## src/rtl/scg_defs.svh

```systemverilog
// Purpose: Offsets, field positions, reset values and counts for the clock control block.
// Assumes: Registers are eight bits wide and sit in the low byte of a 32-bit word.
// Notes: Definitions only; included by bare name.
`ifndef SCG_DEFS_SVH
`define SCG_DEFS_SVH

// ----------------------------------------------------------------
// Register byte offsets
// ----------------------------------------------------------------
`define SCG_ADR_W 8
`define SCG_ADR_PROTECT 8'h00
`define SCG_ADR_PM2 8'h04
`define SCG_ADR_PLLC 8'h08
`define SCG_ADR_CC0 8'h0c
`define SCG_ADR_CC1 8'h10
`define SCG_ADR_ODET 8'h14
`define SCG_ADR_STATUS 8'h18

// ----------------------------------------------------------------
// Field positions
// ----------------------------------------------------------------
`define SCG_PR_CLOCK 0
`define SCG_PR_MODE2 1
`define SCG_PM2_WAIT 0
`define SCG_PM2_LOCK 1
`define SCG_PM2_WDSRC 2
`define SCG_PM2_NMI 4
`define SCG_PLLC_ENABLE 7
`define SCG_CC0_WPSTOP 2
`define SCG_CC0_SUBEN 4
`define SCG_CC0_MSTOP 5
`define SCG_CC0_DIV8 6
`define SCG_CC0_SUBSEL 7
`define SCG_CC1_STOP 0
`define SCG_CC1_PLLSEL 1
`define SCG_CC1_DIVLO 6
`define SCG_CC1_DIVHI 7
`define SCG_OD_ENABLE 0
`define SCG_OD_SYSSEL 1
`define SCG_OD_FLAG 2
`define SCG_OD_MONITOR 3
`define SCG_OD_ACTION 7

// ----------------------------------------------------------------
// Reset values
// ----------------------------------------------------------------
`define SCG_RST_PLL_MULT 3'h1
`define SCG_RST_DIV_SEL 2'h3
`define SCG_RST_PLL_WAIT 1'b1

// ----------------------------------------------------------------
// Divider shift codes and counter width
// ----------------------------------------------------------------
`define SCG_SHIFT_W 3
`define SCG_SHIFT_DIV1 3'h0
`define SCG_SHIFT_DIV2 3'h1
`define SCG_SHIFT_DIV4 3'h2
`define SCG_SHIFT_DIV8 3'h3
`define SCG_SHIFT_DIV16 3'h4
`define SCG_DIV_CNT_W 4

`endif

```

## src/rtl/scg_pkg.sv

```systemverilog
// Purpose: Types shared by the clock control block.
// Assumes: Constants live in scg_defs.svh.
// Notes: Holds the state record of the top module.
package scg_pkg;

    // Source of the CPU clock.
    typedef enum logic [1:0] {
        SCG_SRC_MAIN,
        SCG_SRC_SUB,
        SCG_SRC_ONCHIP,
        SCG_SRC_PLL
    } scg_src_e;

    // Complete state of the control block.
    typedef struct packed {
        logic prot_clock;
        logic prot_mode2;
        logic pll_wait_select;
        logic clock_modification_lock;
        logic watchdog_source_select;
        logic nonmaskable_interrupt_enable;
        logic pll_enable;
        logic [2:0] pll_mult;
        logic mult_written;
        logic wait_peripheral_stop;
        logic sub_osc_enable;
        logic main_oscillator_stop;
        logic divide_by_8_select;
        logic sub_clock_select;
        logic stop_mode_bit;
        logic pll_select;
        logic [1:0] divider_select;
        logic oscillation_detect_enable;
        logic system_clock_select;
        logic detect_flag;
        logic detect_action_select;
        logic lost_q;
        logic ack;
        logic [7:0] rdata;
    } scg_state_s;

    // State of the divider.
    typedef struct packed {
        logic [3:0] cnt;
        logic tick;
    } scg_div_s;

endpackage

```

## src/rtl/scg_div_if.sv

```systemverilog
// Purpose: Carries the division setting to the divider and its tick back.
// Assumes: One clock domain.
// Notes: The control side drives shift and run.
`timescale 1ns/100ps
interface scg_div_if;
    logic [2:0] shift;
    logic run;
    logic tick;
    modport ctrl (output shift, output run, input tick);
    modport div (input shift, input run, output tick);
endinterface

```

## src/rtl/scg_div.sv

```systemverilog
// Purpose: Produces the CPU clock as a one-cycle tick every 2**shift source cycles.
// Assumes: The source clock is modelled by the system clock.
// Notes: The count restarts from zero whenever run falls.
`timescale 1ns/100ps
`include "scg_defs.svh"
module scg_div #(
    parameter int CNT_W = `SCG_DIV_CNT_W
) (
    // Clock and reset
    input wire logic clock,
    input wire logic rst_n,
    // Setting and tick
    scg_div_if.div dv
);
    import scg_pkg::*;

    // A shift of four needs a four-bit count.
    if (CNT_W != 4) begin : g_bad_width
        $error("scg_div supports CNT_W of 4 only");
    end

    scg_div_s s_q;
    scg_div_s s_d;
    logic [3:0] last;

    // Last count value before a tick; divide by one ticks every cycle.
    always_comb begin
        last = 4'h0;
        case (dv.shift)
            `SCG_SHIFT_DIV2: last = 4'h1;
            `SCG_SHIFT_DIV4: last = 4'h3;
            `SCG_SHIFT_DIV8: last = 4'h7;
            `SCG_SHIFT_DIV16: last = 4'hf;
            default: last = 4'h0;
        endcase
    end

    // Next count and tick.
    always_comb begin
        s_d = s_q;
        s_d.tick = 1'b0;
        if (!dv.run) begin
            s_d.cnt = 4'h0;
        end else if (s_q.cnt >= last) begin
            s_d.cnt = 4'h0;
            s_d.tick = 1'b1;
        end else begin
            s_d.cnt = s_q.cnt + 4'h1;
        end
    end

    // State register.
    always_ff @(posedge clock or negedge rst_n) begin
        if (!rst_n) begin
            s_q <= '0;
        end else begin
            s_q <= s_d;
        end
    end

    assign dv.tick = s_q.tick;
endmodule

```

## src/rtl/scg_top.sv

```systemverilog
// Purpose: Clock generation control: source select, divider, PLL gate, locks and stop mode.
// Assumes: Classic Wishbone slave with 8-bit registers in the low byte lane.
// Notes: Oscillators are controlled by enables; the CPU clock is shown as a tick.
`timescale 1ns/100ps
`include "scg_defs.svh"
module scg_top (
    // Clock and reset
    input wire logic clock,
    input wire logic nrst,
    // Wishbone slave
    input wire logic wb_cyc_i,
    input wire logic wb_stb_i,
    input wire logic wb_we_i,
    input wire logic [`SCG_ADR_W-1:0] wb_adr_i,
    input wire logic [31:0] wb_dat_i,
    input wire logic [3:0] wb_sel_i,
    output logic [31:0] wb_dat_o,
    output logic wb_ack_o,
    // System events
    input wire logic main_clock_lost,
    input wire logic wait_mode,
    input wire logic stop_wakeup,
    // Oscillator and PLL controls
    output logic main_osc_run,
    output logic sub_osc_run,
    output logic sub_feedback_connect,
    output logic onchip_osc_run,
    output logic pll_run,
    output logic [2:0] pll_multiplier,
    output logic pll_wait_select,
    // CPU and peripheral clocking
    output scg_pkg::scg_src_e cpu_source,
    output logic cpu_clock_tick,
    output logic stop_active,
    output logic peripheral_clock_off,
    // Watchdog and interrupt settings
    output logic watchdog_onchip_source,
    output logic watchdog_run,
    output logic nonmaskable_interrupt_enable
);
    import scg_pkg::*;

    // ----------------------------------------------------------------
    // Reset release
    // ----------------------------------------------------------------

    // Two stages so that reset leaves the logic on a clock edge.
    logic [1:0] rst_sync_q;
    logic rst_n;
    always_ff @(posedge clock or negedge nrst) begin
        if (!nrst) begin
            rst_sync_q <= 2'b00;
        end else begin
            rst_sync_q <= {rst_sync_q[0], 1'b1};
        end
    end
    assign rst_n = rst_sync_q[1];

    // ----------------------------------------------------------------
    // State and bus decode
    // ----------------------------------------------------------------
    scg_state_s s_q;
    scg_state_s s_d;
    scg_src_e src;
    logic req;
    logic wr;
    logic [7:0] wd;
    logic [2:0] shift;
    logic lost_rise;
    logic go_stop;
    scg_div_if div_bus ();

    assign req = wb_cyc_i && wb_stb_i;
    // A write lands in the cycle the acknowledge is shown, while the master still holds it.
    assign wr = req && wb_we_i && s_q.ack && wb_sel_i[0];
    assign wd = wb_dat_i[7:0];
    assign lost_rise = main_clock_lost && !s_q.lost_q;

    // CPU clock source; sub select overrides, then on-chip, then PLL.
    always_comb begin
        if (s_q.sub_clock_select) begin
            src = SCG_SRC_SUB;
        end else if (s_q.system_clock_select) begin
            src = SCG_SRC_ONCHIP;
        end else if (s_q.pll_select) begin
            src = SCG_SRC_PLL;
        end else begin
            src = SCG_SRC_MAIN;
        end
    end

    // Division setting for the CPU clock.
    always_comb begin
        if (src == SCG_SRC_SUB || src == SCG_SRC_PLL) begin
            shift = `SCG_SHIFT_DIV1;
        end else if (s_q.divide_by_8_select) begin
            shift = `SCG_SHIFT_DIV8;
        end else begin
            case (s_q.divider_select)
                2'h0: shift = `SCG_SHIFT_DIV1;
                2'h1: shift = `SCG_SHIFT_DIV2;
                2'h2: shift = `SCG_SHIFT_DIV4;
                default: shift = `SCG_SHIFT_DIV16;
            endcase
        end
    end

    // ----------------------------------------------------------------
    // Next state
    // ----------------------------------------------------------------
    always_comb begin
        s_d = s_q;
        go_stop = 1'b0;
        s_d.lost_q = main_clock_lost;
        // Acknowledge every request for one cycle, mapped or not.
        s_d.ack = req && !s_q.ack;
        s_d.rdata = 8'h00;

        // Read data is captured as the acknowledge rises.
        if (req && !s_q.ack && !wb_we_i) begin
            if (wb_adr_i == `SCG_ADR_PROTECT) begin
                s_d.rdata = {6'h00, s_q.prot_mode2, s_q.prot_clock};
            end else if (wb_adr_i == `SCG_ADR_PM2) begin
                s_d.rdata = {3'h0, s_q.nonmaskable_interrupt_enable, 1'b0,
                    s_q.watchdog_source_select, s_q.clock_modification_lock,
                    s_q.pll_wait_select};
            end else if (wb_adr_i == `SCG_ADR_PLLC) begin
                s_d.rdata = {s_q.pll_enable, 4'h0, s_q.pll_mult};
            end else if (wb_adr_i == `SCG_ADR_CC0) begin
                s_d.rdata = {s_q.sub_clock_select, s_q.divide_by_8_select,
                    s_q.main_oscillator_stop, s_q.sub_osc_enable, 1'b0,
                    s_q.wait_peripheral_stop, 2'h0};
            end else if (wb_adr_i == `SCG_ADR_CC1) begin
                s_d.rdata = {s_q.divider_select, 4'h0, s_q.pll_select, s_q.stop_mode_bit};
            end else if (wb_adr_i == `SCG_ADR_ODET) begin
                s_d.rdata = {s_q.detect_action_select, 3'h0, main_clock_lost,
                    s_q.detect_flag, s_q.system_clock_select,
                    s_q.oscillation_detect_enable};
            end else if (wb_adr_i == `SCG_ADR_STATUS) begin
                s_d.rdata = {1'b0, src, pll_run, onchip_osc_run, sub_osc_run,
                    main_osc_run, s_q.stop_mode_bit};
            end else begin
                s_d.rdata = 8'h00;
            end
        end

        // Register writes.
        if (wr) begin
            if (wb_adr_i == `SCG_ADR_PROTECT) begin
                s_d.prot_clock = wd[`SCG_PR_CLOCK];
                s_d.prot_mode2 = wd[`SCG_PR_MODE2];
            end else if (wb_adr_i == `SCG_ADR_PM2 && s_q.prot_mode2) begin
                // wait select only with PLL off
                if (!s_q.pll_enable) begin
                    s_d.pll_wait_select = wd[`SCG_PM2_WAIT];
                end
                s_d.clock_modification_lock = s_q.clock_modification_lock
                    | wd[`SCG_PM2_LOCK];
                s_d.watchdog_source_select = wd[`SCG_PM2_WDSRC];
                s_d.nonmaskable_interrupt_enable = s_q.nonmaskable_interrupt_enable
                    | wd[`SCG_PM2_NMI];
            end else if (wb_adr_i == `SCG_ADR_PLLC && s_q.prot_clock
                    && !s_q.clock_modification_lock) begin
                s_d.pll_enable = wd[`SCG_PLLC_ENABLE];
                if (!s_q.pll_enable && !s_q.mult_written) begin
                    s_d.pll_mult = wd[2:0];
                    s_d.mult_written = 1'b1;
                end
            end else if (wb_adr_i == `SCG_ADR_CC0 && s_q.prot_clock) begin
                s_d.sub_osc_enable = wd[`SCG_CC0_SUBEN];
                s_d.divide_by_8_select = wd[`SCG_CC0_DIV8];
                if (!s_q.clock_modification_lock) begin
                    s_d.wait_peripheral_stop = wd[`SCG_CC0_WPSTOP];
                    s_d.main_oscillator_stop = wd[`SCG_CC0_MSTOP];
                    s_d.sub_clock_select = wd[`SCG_CC0_SUBSEL];
                    if (wd[`SCG_CC0_MSTOP] && !s_q.main_oscillator_stop
                            && s_q.sub_clock_select) begin
                        s_d.divide_by_8_select = 1'b1;
                    end
                end
            end else if (wb_adr_i == `SCG_ADR_CC1 && s_q.prot_clock) begin
                s_d.divider_select = {wd[`SCG_CC1_DIVHI], wd[`SCG_CC1_DIVLO]};
                // lock freezes stop and PLL select
                if (!s_q.clock_modification_lock) begin
                    s_d.pll_select = wd[`SCG_CC1_PLLSEL];
                    if (!s_q.watchdog_source_select && wd[`SCG_CC1_STOP]) begin
                        go_stop = 1'b1;
                    end
                end
            end else if (wb_adr_i == `SCG_ADR_ODET && s_q.prot_clock) begin
                if (!s_q.clock_modification_lock) begin
                    s_d.oscillation_detect_enable = wd[`SCG_OD_ENABLE];
                end
                s_d.system_clock_select = wd[`SCG_OD_SYSSEL];
                // Only a zero clears the flag; a one has no effect.
                if (!wd[`SCG_OD_FLAG]) begin
                    s_d.detect_flag = 1'b0;
                end
                s_d.detect_action_select = wd[`SCG_OD_ACTION];
            end
        end

        if (go_stop) begin
            s_d.stop_mode_bit = 1'b1;
            if (!s_q.sub_clock_select) begin
                s_d.divide_by_8_select = 1'b1;
            end
        end else if (s_q.stop_mode_bit && stop_wakeup) begin
            s_d.stop_mode_bit = 1'b0;
        end

        // With main off and on-chip off the divide-by-8 select stays set; sub and PLL sources still divide by one.
        if (s_d.main_oscillator_stop && !s_d.system_clock_select) begin
            s_d.divide_by_8_select = 1'b1;
        end

        // Detection applies after software writes so a set is never lost.
        if (lost_rise && s_q.oscillation_detect_enable) begin
            s_d.detect_flag = 1'b1;
            if (s_q.detect_action_select && !s_q.pll_select) begin
                s_d.system_clock_select = 1'b1;
            end
        end
    end

    // ----------------------------------------------------------------
    // State register
    // ----------------------------------------------------------------

    always_ff @(posedge clock or negedge rst_n) begin
        if (!rst_n) begin
            s_q <= '0;
            s_q.pll_mult <= `SCG_RST_PLL_MULT;
            s_q.pll_wait_select <= `SCG_RST_PLL_WAIT;
            s_q.divider_select <= `SCG_RST_DIV_SEL;
            s_q.system_clock_select <= 1'b1;
        end else begin
            s_q <= s_d;
        end
    end

    // ----------------------------------------------------------------
    // Clock divider
    // ----------------------------------------------------------------

    assign div_bus.shift = shift;
    assign div_bus.run = !s_q.stop_mode_bit;

    scg_div #(
        .CNT_W(`SCG_DIV_CNT_W)
    ) u_div (
        .clock(clock),
        .rst_n(rst_n),
        .dv(div_bus)
    );

    // ----------------------------------------------------------------
    // Outputs
    // ----------------------------------------------------------------
    assign wb_ack_o = s_q.ack;
    assign wb_dat_o = {24'h000000, s_q.rdata};

    assign main_osc_run = !s_q.main_oscillator_stop && !s_q.stop_mode_bit;
    assign sub_osc_run = s_q.sub_osc_enable && !s_q.stop_mode_bit;
    assign sub_feedback_connect = sub_osc_run;
    assign onchip_osc_run = (s_q.system_clock_select || s_q.watchdog_source_select)
        && !s_q.stop_mode_bit;
    assign pll_run = s_q.pll_enable && main_osc_run;
    assign pll_multiplier = s_q.pll_mult;
    // The wait setting only matters while the PLL runs.
    assign pll_wait_select = s_q.pll_wait_select;
    assign cpu_source = src;
    assign cpu_clock_tick = div_bus.tick;
    assign stop_active = s_q.stop_mode_bit;
    assign peripheral_clock_off = s_q.stop_mode_bit
        || (wait_mode && s_q.wait_peripheral_stop);
    assign watchdog_onchip_source = s_q.watchdog_source_select;
    assign watchdog_run = !s_q.stop_mode_bit
        && (!wait_mode || s_q.watchdog_source_select);
    assign nonmaskable_interrupt_enable = s_q.nonmaskable_interrupt_enable;
endmodule

```

## config.mk

```make
export PLATFORM = sky130hd
export DESIGN_NAME = scg_top
export DESIGN_NICKNAME = d
export VERILOG_FILES = /design/src/rtl/scg_pkg.sv /design/src/rtl/scg_div_if.sv /design/src/rtl/scg_div.sv /design/src/rtl/scg_top.sv
export VERILOG_INCLUDE_DIRS = /design/src /design/src/rtl
export SDC_FILE = /design/constraint.sdc
export NUM_CORES = 1
export LEC_CHECK = 0
export BUFFER_PORTS_ARGS = -buffer_cell sky130_fd_sc_hd__buf_2
export CAP_MARGIN = 40
export CORE_ASPECT_RATIO = 0.8
export CORE_MARGIN = 4
export CORE_UTILIZATION = 45
export DETAILED_ROUTE_END_ITERATION = 10
export HOLD_SLACK_MARGIN = 0.12
export MAX_ROUTING_LAYER = met4
export PLACE_DENSITY = 0.87
export REMOVE_ABC_BUFFERS = 1
export SLEW_MARGIN = 20
export SYNTH_ARGS = -nofsm -noshare
export SYNTH_HDL_FRONTEND = slang
export SYNTH_SLANG_ARGS = --single-unit
```

## constraint.sdc

```tcl
create_clock -name clock -period 1.49 [get_ports clock]
set_input_delay 0.298 -clock clock [delete_from_list [all_inputs] [get_ports clock]]
set_output_delay 0.298 -clock clock [all_outputs]
set_load 0.05 [all_outputs]
```

==> results.md <==
* Status: finished, violations left
* Failing checks: negative setup slack
* Worst hold path type: in2reg
* Area after DPL at 0.002940 sq mm
* Layout cells sized above 1 at a little under three fifths
* Max IR drop VDD at 0.0005801 V
* Detailed-placement wirelength estimate at 5075 um
* Ant diodes at 0
* Clock root buffer: clkbuf_8
* P_leak at 1.828 nW
* Initial Util at 47.06%
* Synthesized flop and latch total at between 40 and 50
* Hold Violations, Final at 0
* Synth Area per Inst at 9.785 sq um
* Worst setup EP type: flip-flop
* Post-DRT Antenna Nets at 0
* DIE HEIGHT at around 73 um
* DR iter-0 viols at 283
* Nets at 419
* DRC at 0
* Synth unique cells at 47
* Post-Synth Adder-Cell Area at 2.610%
* Final Worst Setup Slack at -671.5 ps
* Synth Area in Compound Gates at 10.80%
* Yosys warning count at 0
* Period utilisation layout at 145.1%
* Final setup viols at 39
* Seq/Total Area, Yosys at 43.06%
* Commonest non-fill, non-tap cell in the layout: buf_4
* Area of the core at a little over 0.005 sq mm
* Mapped Cells at 245
* Crit path required time at approximately 1700 ps
* Initial antenna violation count at 0
* CP Launch Type: flip-flop
* Post-synth ARST share at 100.0%
* GRT Overall Usage at 25.35%
* Main combinational cell family by area after synthesis: simple AND/OR/NAND/NOR gates
* Slew @ Worst Pin at 503.3 ps
* H-tree lvl count at 2
* Overflow after GRT at 0
* Input/output buffers at 49
* Highest clock rate at 462.7 MHz
* Die area at 0.006566 sq mm
* Longest Clk Path Bufs at 2
* WL per Instance at about 20 um
* Routed WL at approximately 8400 um
* Layout Cells excl Fill at 425
* Placed Cells at 395
* Max cap viols at 0
* Vias in the first global route at 2390
* Die Wd at 89.61 um
* Mux contribution to synthesized area at 9.238%
* Synth top area share at 37.58%
* Xor/xnor cell area share of the yosys netlist at 0.7307%
* Unrepaired setup endpoints after global routing: true
* Crit-path max FO at 4
* Final min period at 2161 ps
* Final hold slack at 169.0 ps
* Post-Synthesis Cell Area at 0.002397 sq mm
* Clk_lat worst skew at 290 ps
* Power Total at 2.562 mW
* Clock sink total at slightly above 40
* Num CTS Buffers at 5
* Pwr Density at 694.1 mW/mm^2
* Design Area, Final at between 0.003 and 0.004 sq mm
* Synth area leader: dfrtp_1
* I/O pin total at 102
* Main synth FF type: dfrtp_1
* DR vias at between 2000 and 2500
* CP Class: reg2reg
* Slew Viols, Final at 0
* Synth Area in Simple Gates at roughly a fifth
* Largest net degree at the start of global routing at 40
* First-pass DRT Iterations at 5
* Relative slew slack at between 60% and 70%
* CTS tree: built
* Vias/cell at 5.680
* Commonest cells after routing, fill and taps aside: 66 x buf_4, 36 x buf_2, 36 x dfrtp_1, 25 x conb_1, 24 x buf_6
* Top post-synthesis cells by area: dfrtp_1 38%, buf_4 12%, mux2_2 6.1%, dfstp_2 5.5%, nand2_1 3.1%
* Clock Skew at 4.698 ps
* Crit path DAT at roughly 2400 ps
* Global-route wire length before repair at 12140 um
* Util after Layout at between 70% and 80%
* Syn-to-layout area delta at 53.97%
* Reg clk slew, reported paths at approximately 80 ps
* Placer Congestion at 0.9648
* Row cnt at 23
* EDFF count, synth at 0
[cell families after synthesis]
logic type | count (synthesis)
AOI/OAI and AO/OA | 40
muxes | 19
and+or+nand+nor | 86
adders and majority gates | 5
DFF | 41
xor gates and xnor gates | 2
buffers and inverters | 50
other | 2
[Yosys cell counts, types with 5 or more instances]
cell	n
nand2b_1	5
inv_1	9
nand2_1	20
o21ai_0	12
ha_1	5
buf_4	37
dfstp_2	5
and2_1	7
nor3_1	9
dfrtp_1	36
nand3_1	7
mux2_2	13
a21oi_1	8
nor2_1	15
[timing repair]
action,4_1_cts,5_1_grt
gates resized for setup,84,32
pin swaps,35,24
endpoints found under the setup margin,39,47
hold buffers,1,0
buffers inserted,20,17
endpoints found under the hold margin,2,0
[report_power, final]
group | switching [mW] | internal (mW)
sequential | 0.00234 | 1.12
clock | 0.388 | 0.666
combinational | 0.275 | 0.112
total | 0.666 | 1.90
[state kept, by name, indices dropped and copies added (netlist names), 2 cells and up]
signal,cells
pll_multiplier,3
rst_sync_q,2
s_q,18
u_div.s_q,4
wb_dat_o,8
[critical path, cell delays in order, from the launching register on]
cell and delay, ps:
dfstp_2 540, inv_2 50, a21oi_4 150, o21ai_2 90
nand2_1 80, ha_1 230, nand2b_4 140, a21o_1 140
a21o_1 190, a211oi_4 300, and2_4 200
[worst paths after layout]
| path | from | endpoint | slack, ps | cells after the start |
|---|---|---|---|---|
| max | s_q[12] | u_div.s_q[1] | -670 | 10 |
| max in group asynchronous | rst_sync_q[1] | s_q[14] | 840 | 1 |
| min reg2reg | rst_sync_q[1] | s_q[23] | 290 | 1 |
| min in group asynchronous | rst_sync_q[1] | s_q[23] | 290 | 1 |
| max reg2reg | s_q[12] | u_div.s_q[1] | -670 | 10 |
| min | main_clock_lost | s_q[9] | 170 | 1 |
[stage by stage]
step | setup WS [ps] | TNS (ps)
finish | -671.5 | -7777
global route | -760.0 | -9504
CTS | -588.3 | -7248
detailed placement | -878.9 | -15820
global placement | -743.4 | -15110
floorplan | -1266 | -18520
[area by class of cell]
| type | instances | area, sq um |
|---|---|---|
| Clock buffer | 5 | 68.82 |
| Clock inverter | 3 | 65.06 |
| Fill cell | 312 | 1403 |
| Inverter | 9 | 33.78 |
| Multi-Input combinational cell | 177 | 1443 |
| Sequential cell | 41 | 1032 |
| Tap cell | 62 | 77.57 |
| Timing Repair Buffer | 128 | 970.9 |
[routing by layer]
layer  track usage (%)  vias up  wire [um]
met2             39.45      174       3947
li1                  -     1034          -
met1             31.71     1161       3211
met3             6.502       45        882
met5                 -        -          0
met4             9.587        0        334
Power figures use the tool's default switching activity.
